`src/hdl/period_timer_pkg.sv`:
```
// Constants for the prescaled 8-bit period timer
`default_nettype none
package period_timer_pkg;
  // ********************
  // Register indices (printed offsets, byte address is four times)
  // ********************
  localparam logic [7:0] IDX_FLAGS   = 8'h0C;
  localparam logic [7:0] IDX_COUNT   = 8'h11;
  localparam logic [7:0] IDX_CONTROL = 8'h12;
  localparam logic [7:0] IDX_ENABLES = 8'h8C;
  localparam logic [7:0] IDX_PERIOD  = 8'h92;
  // ********************
  // Reset values
  // ********************
  localparam logic [7:0] RST_FLAGS   = 8'h00;
  localparam logic [7:0] RST_COUNT   = 8'h00;
  localparam logic [7:0] RST_CONTROL = 8'h00;
  localparam logic [7:0] RST_ENABLES = 8'h00;
  localparam logic [7:0] RST_PERIOD  = 8'hFF;
  // ********************
  // Field positions
  // ********************
  localparam int          POS_RUN       = 2;
  localparam int          POS_MATCH_LO  = 3;
  localparam int          POS_MATCH_FLG = 1;
  localparam logic [7:0]  CONTROL_MASK  = 8'h7F;
  localparam logic [7:0]  FLAGS_MASK    = 8'h02;
  localparam logic [7:0]  ENABLES_MASK  = 8'h02;
  // ********************
  // Instruction clock and prescale counts
  // ********************
  localparam logic [1:0]  INSTR_DIV_LAST = 2'h3;
  localparam logic [3:0]  PRE_LAST_4     = 4'h3;
  localparam logic [3:0]  PRE_LAST_16    = 4'hF;
  localparam logic [3:0]  PRE_LAST_1     = 4'h0;
  localparam logic [1:0]  HTRANS_NONSEQ  = 2'h2;
endpackage
`default_nettype wire

```
`src/hdl/event_divider.sv`:
```
// Counts enable events and fires once every (last+1) events
`default_nettype none
module event_divider
  import period_timer_pkg::*;
#(
  parameter int W = 4
)
(
  input  wire logic         hclk,
  input  wire logic         hresetn,
  input  wire logic         clear,
  input  wire logic         event_in,
  input  wire logic [W-1:0] last,
  output logic              fire
);
  logic [W-1:0] count;

  assign fire = event_in && (count >= last);

  always_ff @(posedge hclk or negedge hresetn)
  begin
    if (!hresetn)
      count <= '0;
    else if (clear)
      count <= '0;
    else if (fire)
      count <= '0;
    else if (event_in)
      count <= count + 1'b1;
  end
endmodule
`default_nettype wire

```
`src/hdl/period_timer.sv`:
```
// AHB-Lite prescaled 8-bit period timer with postscaled match flag
//
// Implementation choice: the AHB-Lite interface to the registers.
`default_nettype none
// Behaviour
// - The counter counts up from zero per tick and after equalling the period goes back to zero.
// - The period register is 8-bit read/write and resets to all ones.
// - Control bits 1:0 pick tick divide of 1 (00), 4 (01) or 16 (1x) from the instruction clock.
// - Control bits 6:3 divide match events by field value plus one.
// - Each postscaler output sets the match flag in bit 1 of the peripheral flags.
// - Writes to the counter or control register, and reset, clear both scaler counters.
// - A control write leaves the counter value unchanged.
// - The counter is read/write and resets to zero.
// - Control bit 2 runs the timer when set and stops it when clear.
// - The match before the postscaler goes out as a shift clock source for the serial port.
// - Period match and counter reset form the time base for the PWM unit.
// - Control bit 7 reads zero and ignores writes.
module period_timer
  import period_timer_pkg::*;
(
  input  wire logic        hclk,
  input  wire logic        hresetn,
  input  wire logic        hsel,
  input  wire logic [31:0] haddr,
  input  wire logic [1:0]  htrans,
  input  wire logic        hwrite,
  input  wire logic [2:0]  hsize,
  input  wire logic [31:0] hwdata,
  input  wire logic        hready,
  output logic             hreadyout,
  output logic             hresp,
  output logic [31:0]      hrdata,
  output logic             shift_clock_tick,
  output logic             pwm_period_match,
  output logic [7:0]       pwm_time_base
);
  // ********************
  // Registers
  // ********************
  logic [7:0] timer_count;
  logic [7:0] period_limit;
  logic [7:0] timer_control;
  logic [7:0] peripheral_flags;
  logic [7:0] peripheral_enables;
  logic [1:0] instr_div;
  logic [3:0] pre_count;
  logic       wr_pend;
  logic [7:0] wr_index;

  // ********************
  // Bus decode
  // ********************
  wire        addr_take = hsel && hready && (htrans == HTRANS_NONSEQ);
  wire [7:0]  addr_idx  = haddr[9:2];
  wire        wr_flags   = wr_pend && (wr_index == IDX_FLAGS);
  wire        wr_count   = wr_pend && (wr_index == IDX_COUNT);
  wire        wr_control = wr_pend && (wr_index == IDX_CONTROL);
  wire        wr_enables = wr_pend && (wr_index == IDX_ENABLES);
  wire        wr_period  = wr_pend && (wr_index == IDX_PERIOD);
  wire [7:0]  wdata8     = hwdata[7:0];

  // Reads come straight from state in the data phase; unmapped reads as zero
  wire [7:0]  rd_sel =
    (wr_index == IDX_FLAGS)   ? peripheral_flags :
    (wr_index == IDX_COUNT)   ? timer_count :
    (wr_index == IDX_CONTROL) ? (timer_control & CONTROL_MASK) :
    (wr_index == IDX_ENABLES) ? peripheral_enables :
    (wr_index == IDX_PERIOD)  ? period_limit : 8'h00;

  assign hreadyout = 1'b1;
  assign hresp     = 1'b0;
  assign hrdata    = {24'h000000, rd_sel};

  // ********************
  // Tick generation
  // ********************
  wire [1:0] input_divide_select = timer_control[1:0];
  wire [3:0] match_divide_select = timer_control[POS_MATCH_LO +: 4];
  wire       timer_run           = timer_control[POS_RUN];
  wire       scaler_clear        = wr_count || wr_control;
  wire       instr_tick          = (instr_div == INSTR_DIV_LAST);
  wire [3:0] pre_last =
    input_divide_select[1]   ? PRE_LAST_16 :
    (input_divide_select[0]) ? PRE_LAST_4 : PRE_LAST_1;
  // Stopped timer freezes the prescaler too; only the instruction clock divider keeps counting
  wire       pre_event = instr_tick && timer_run;
  wire       count_tick = pre_event && (pre_count >= pre_last);
  wire       match      = (timer_count == period_limit);
  wire       wrap       = count_tick && match;
  wire       post_fire;
  wire [7:0] next_count = wrap ? 8'h00 : timer_count + 8'h01;

  assign shift_clock_tick = wrap;
  assign pwm_period_match = wrap;
  assign pwm_time_base    = timer_count;

  event_divider #(.W(4)) postscaler
  (
    .hclk     (hclk),
    .hresetn  (hresetn),
    .clear    (scaler_clear),
    .event_in (wrap),
    .last     (match_divide_select),
    .fire     (post_fire)
  );

  // ********************
  // Sequential logic
  // ********************
  always_ff @(posedge hclk or negedge hresetn)
  begin
    if (!hresetn)
    begin
      wr_pend  <= 1'b0;
      wr_index <= 8'h00;
    end
    else if (hready)
    begin
      wr_pend  <= addr_take && hwrite;
      wr_index <= addr_take ? addr_idx : 8'hFF;
    end
  end

  always_ff @(posedge hclk or negedge hresetn)
  begin
    if (!hresetn)
      instr_div <= 2'h0;
    else
      instr_div <= instr_div + 2'h1;
  end

  always_ff @(posedge hclk or negedge hresetn)
  begin
    if (!hresetn)
      pre_count <= 4'h0;
    else if (scaler_clear)
      pre_count <= 4'h0;
    else if (count_tick)
      pre_count <= 4'h0;
    else if (pre_event)
      pre_count <= pre_count + 4'h1;
  end

  always_ff @(posedge hclk or negedge hresetn)
  begin
    if (!hresetn)
      timer_count <= RST_COUNT;
    else if (wr_count)
      timer_count <= wdata8;
    else if (count_tick)
      timer_count <= next_count;
  end

  always_ff @(posedge hclk or negedge hresetn)
  begin
    if (!hresetn)
      timer_control <= RST_CONTROL;
    else if (wr_control)
      timer_control <= wdata8 & CONTROL_MASK;
  end

  always_ff @(posedge hclk or negedge hresetn)
  begin
    if (!hresetn)
      period_limit <= RST_PERIOD;
    else if (wr_period)
      period_limit <= wdata8;
  end

  always_ff @(posedge hclk or negedge hresetn)
  begin
    if (!hresetn)
      peripheral_enables <= RST_ENABLES;
    else if (wr_enables)
      peripheral_enables <= wdata8 & ENABLES_MASK;
  end

  // Hardware set beats a same-cycle software clear
  always_ff @(posedge hclk or negedge hresetn)
  begin
    if (!hresetn)
      peripheral_flags <= RST_FLAGS;
    else if (post_fire)
      peripheral_flags[POS_MATCH_FLG] <= 1'b1;
    else if (wr_flags)
      peripheral_flags <= wdata8 & FLAGS_MASK;
  end
endmodule
`default_nettype wire

```
`config.mk`:
```
export PLATFORM = sky130hd
export DESIGN_NAME = period_timer
export DESIGN_NICKNAME = d
export VERILOG_FILES = /design/src/hdl/period_timer_pkg.sv /design/src/hdl/event_divider.sv /design/src/hdl/period_timer.sv
export SDC_FILE = /design/constraint.sdc
export NUM_CORES = 1
export LEC_CHECK = 0
export ABC_AREA = 1
export BUFFER_PORTS_ARGS = -buffer_cell sky130_fd_sc_hd__buf_2
export CORE_MARGIN = 2
export CORE_UTILIZATION = 49
export CTS_CLUSTER_DIAMETER = 50
export DETAILED_ROUTE_END_ITERATION = 7
export PLACE_DENSITY = 0.81
export SLEW_MARGIN = 25
export SYNTH_ARGS = -nofsm -noshare
export SYNTH_HDL_FRONTEND = slang
export SYNTH_SLANG_ARGS = --single-unit
```
`constraint.sdc`:
```
create_clock -name hclk -period 2.3 [get_ports hclk]
set_clock_uncertainty 0.2 [all_clocks]
set_input_delay 0.46 -clock hclk [delete_from_list [all_inputs] [get_ports hclk]]
set_output_delay 0.46 -clock hclk [all_outputs]
set_load 0.05 [all_outputs]
```
==> summary.md <==
| Metric | Value |
|---|---|
| Status | finished with violations |
| Failing checks | setup timing |
| Vias per std cell | 5.23 |
| Post-Place Cell Area | 0.00313 mm² |
| CTS tree | built |
| Starting Density | 50.0% |
| Share of layout cells above drive strength 1 | 31.7% |
| Minimum clock period | 2440 ps |
| Pre-antenna DRT Iters | 5 |
| First-pass GRT wire length | 11200 µm |
| Hold WS | 172 ps |
| Die Ht | 81.3 µm |
| Critical Path RT | 1640 ps |
| Num CTS Buffers | 5 |
| Endpoint class of the critical path | output pin |
| Worst slew margin | 65.8% |
| DRC viols | 0 |
| Largest net degree at the start of global routing | 24 |
| Final setup TNS | -714 ps |
| Hpwl dp | 4800 µm |
| Die ar. | 0.00661 mm² |
| CTS root buf | clkbuf_8 |
| MaxCap Viol Count | 0 |
| Lkg Pwr | 2.00 nW |
| Slew @ Worst Pin | 512 ps |
| Gpl congestion | 0.839 |
| Number of global-route vias before repair | 2408 |
| Worst path slowest cell | dfrtp_1 |
| Setup crit start kind | register |
| Ant. Diodes | 0 |
| RSZ-0062 raised after global routing | yes |
| Final Hold Vio Count | 0 |
| Crit-path max FO | 8 |
| Final ANT Viol Nets | 0 |
| Final setup violation count | 10 |
| H-tree levels | 2 |
| I/O pin count | 118 |
| Multi-input gate area | 0.00158 mm² |
| WP data arrival | 1780 ps |
| Min-Delay Path Class | input port to register |
| Routed vias | 2672 |
| Worst path cell trace | inv_1 > nand2_1 > nor2_4 > nand2_4 > o211ai_1 > buf_4 |
| Placed cell count | 487 |
| CTS clk-pin slew, worst paths | 90 ps |
| Global-route usage over all layers | 22.1% |
| Area delta synth->final | 22.8% |
| Filler Cell Count | 505 |
| Period utilization | 106% |
| Sink Count | 44 |
| Netlist cell types | 32 |
| Critical path's largest stage delay | 410 ps |
| Pre-CTS setup slack | 45.9 ps |
| Worst VDD drop | 0.398 mV |
| Core area | 0.00585 mm² |
| Routed len/inst | 14.2 µm |
| Max Root-Sink Buffers | 2 |
| Iter 0 DRT Violations | 209 |
| Max Freq | 0.410 GHz |
| Power per cell area | 741 mW/mm² |
| GRT overflow | 0 |
| Gate Count Post-Synth | 377 |
| Post-synthesis sequential area ratio | 38.0% |
| Mapped cell area | 0.00293 mm² |
| Yosys warnings | 0 |
| Worst Slack Setup Final | -142 ps |
| Port Buffer Count | 40 |
| Site Rows | 28 |
| Final std cells w/o fill | 511 |
| Final Max Tran Viols | 0 |
| Die Width | 81.3 µm |
| Later-pin clock latency in the skew report | 300 ps |
| Final Net Count | 521 |
| Avg Cell Area, Syn | 7.76 µm² |
| WL final | 7260 µm |
| Initial antenna violation count | 0 |
| WS Path Type | register to output pin |
| Design area | 0.00359 mm² |
| Seq cells post-synth | 44 |
| Seq. cell area | 0.00112 mm² |
Yosys cell counts (all sizes together):
cell type	number	area [µm²]
ha	12	150
o22ai	9	56.3
nand4	15	93.8
nand2	94	373
o211ai	1	7.51
dfrtp	36	901
conb	2	7.51
o221ai	4	35.0
xnor2	4	35.0
nand3	34	188
dfstp	8	210
inv	63	239
or2	1	8.76
buf	35	258
xor2	7	61.3
a21oi	5	28.8
nor2	21	118
nor3	1	5.00
o21ai	25	151
final timing paths:
check,end,from,slack [ps],cells after the start
setup / recovery,hrdata[0],wr_index[6],-140,6
setup reg to reg,postscaler.count[2],timer_control[1],130,14
hold / removal,wr_index[3],haddr[5],170,3
min in group asynchronous,peripheral_enables[1],hresetn,450,2
hold reg to reg,instr_div[0],instr_div[0],240,1
max in group asynchronous,period_limit[5],hresetn,800,3
kinds of logic after synthesis:
| logic type | Yosys count | synth area share [%] |
|---|---|---|
| AO/OA/AOI/OAI | 44 | 9.53 |
| adder cells (fa/ha/maj) | 12 | 5.13 |
| other | 2 | 0.257 |
| AND/OR/NAND/NOR | 166 | 26.8 |
| buffers and inverters | 98 | 17.0 |
| flip-flops | 44 | 38.0 |
| XOR/XNOR | 11 | 3.29 |
layout make-up:
type | count | area share (%)
Clock buffer | 5 | 1.92
Clock inverter | 3 | 1.18
Inverter | 63 | 6.86
Multi-Input combinational cell | 259 | 43.9
Sequential cell | 44 | 31.1
Tap cell | 75 | 2.61
Timing Repair Buffer | 62 | 12.4
state kept, by name, summed over array words and instances, names as in the netlist:
signal,flops
postscaler.count,4
period_limit,8
instr_div,2
pwm_time_base,8
wr_index,8
timer_control,7
peripheral_flags,1
wr_pend,1
pre_count,4
peripheral_enables,1
worst max-delay path: cells and delay by family, from the launching register on:
| family | cells | cell delay, ps |
|---|---|---|
| compound gates | 1 | 270 |
| buf+inv | 2 | 350 |
| flops | 1 | 410 |
| simple gates | 3 | 440 |
placed cells by master, fill, tap and decap left out, drive strengths merged:
| master | netlist | layout |
|---|---|---|
| nor2 | 21 | 21 |
| o221ai | 4 | 4 |
| or2 | 1 | 1 |
| clkinv | 0 | 1 |
| ha | 12 | 12 |
| dfstp | 8 | 8 |
| o211ai | 1 | 1 |
| a21oi | 5 | 5 |
| bufinv | 0 | 1 |
| xnor2 | 4 | 4 |
| nand4 | 15 | 15 |
| clkbuf | 0 | 5 |
| o22ai | 9 | 9 |
| conb | 2 | 26 |
| nor3 | 1 | 1 |
| buf | 35 | 61 |
| xor2 | 7 | 7 |
| nand3 | 34 | 34 |
| nand2 | 94 | 94 |
| dlygate4sd3 | 0 | 1 |
| clkinvlp | 0 | 1 |
| dfrtp | 36 | 36 |
| inv | 63 | 63 |
| o21ai | 25 | 25 |
layer usage:
metal  vias up  track usage (%)  share of wire [%]
met5         -                0                  0
met4         0             8.14                2.7
met3        16             4.56                6.3
met2       121             37.7                 49
met1      1259             27.5                 42
li1       1276                -                  -
what timing repair did:
item                       in CTS  in global routing
hold endpoints to repair       20                  0
setup buffers                   9                  6
gates resized for setup        37                 26
setup endpoints to repair      10                 10
hold buffers                    1                  0
pin swaps                       8                  8
stage by stage:
step	utilization [%]	total power, W
5_1_grt	61.4	0.00285
4_1_cts	58.8	0.00264
2_1_floorplan	-	0.00184
3_5_place_dp	53.5	0.00201
3_3_place_gp	53.5	0.00199
6_report	61.4	0.00266
power by group:
part	leakage, nW	internal, W	switching, W
combinational	1.48	0.000297	0.000692
sequential	0.461	0.000887	0.000185
clock	0.0541	0.000322	0.000283
Power figures use the tool's default switching activity.
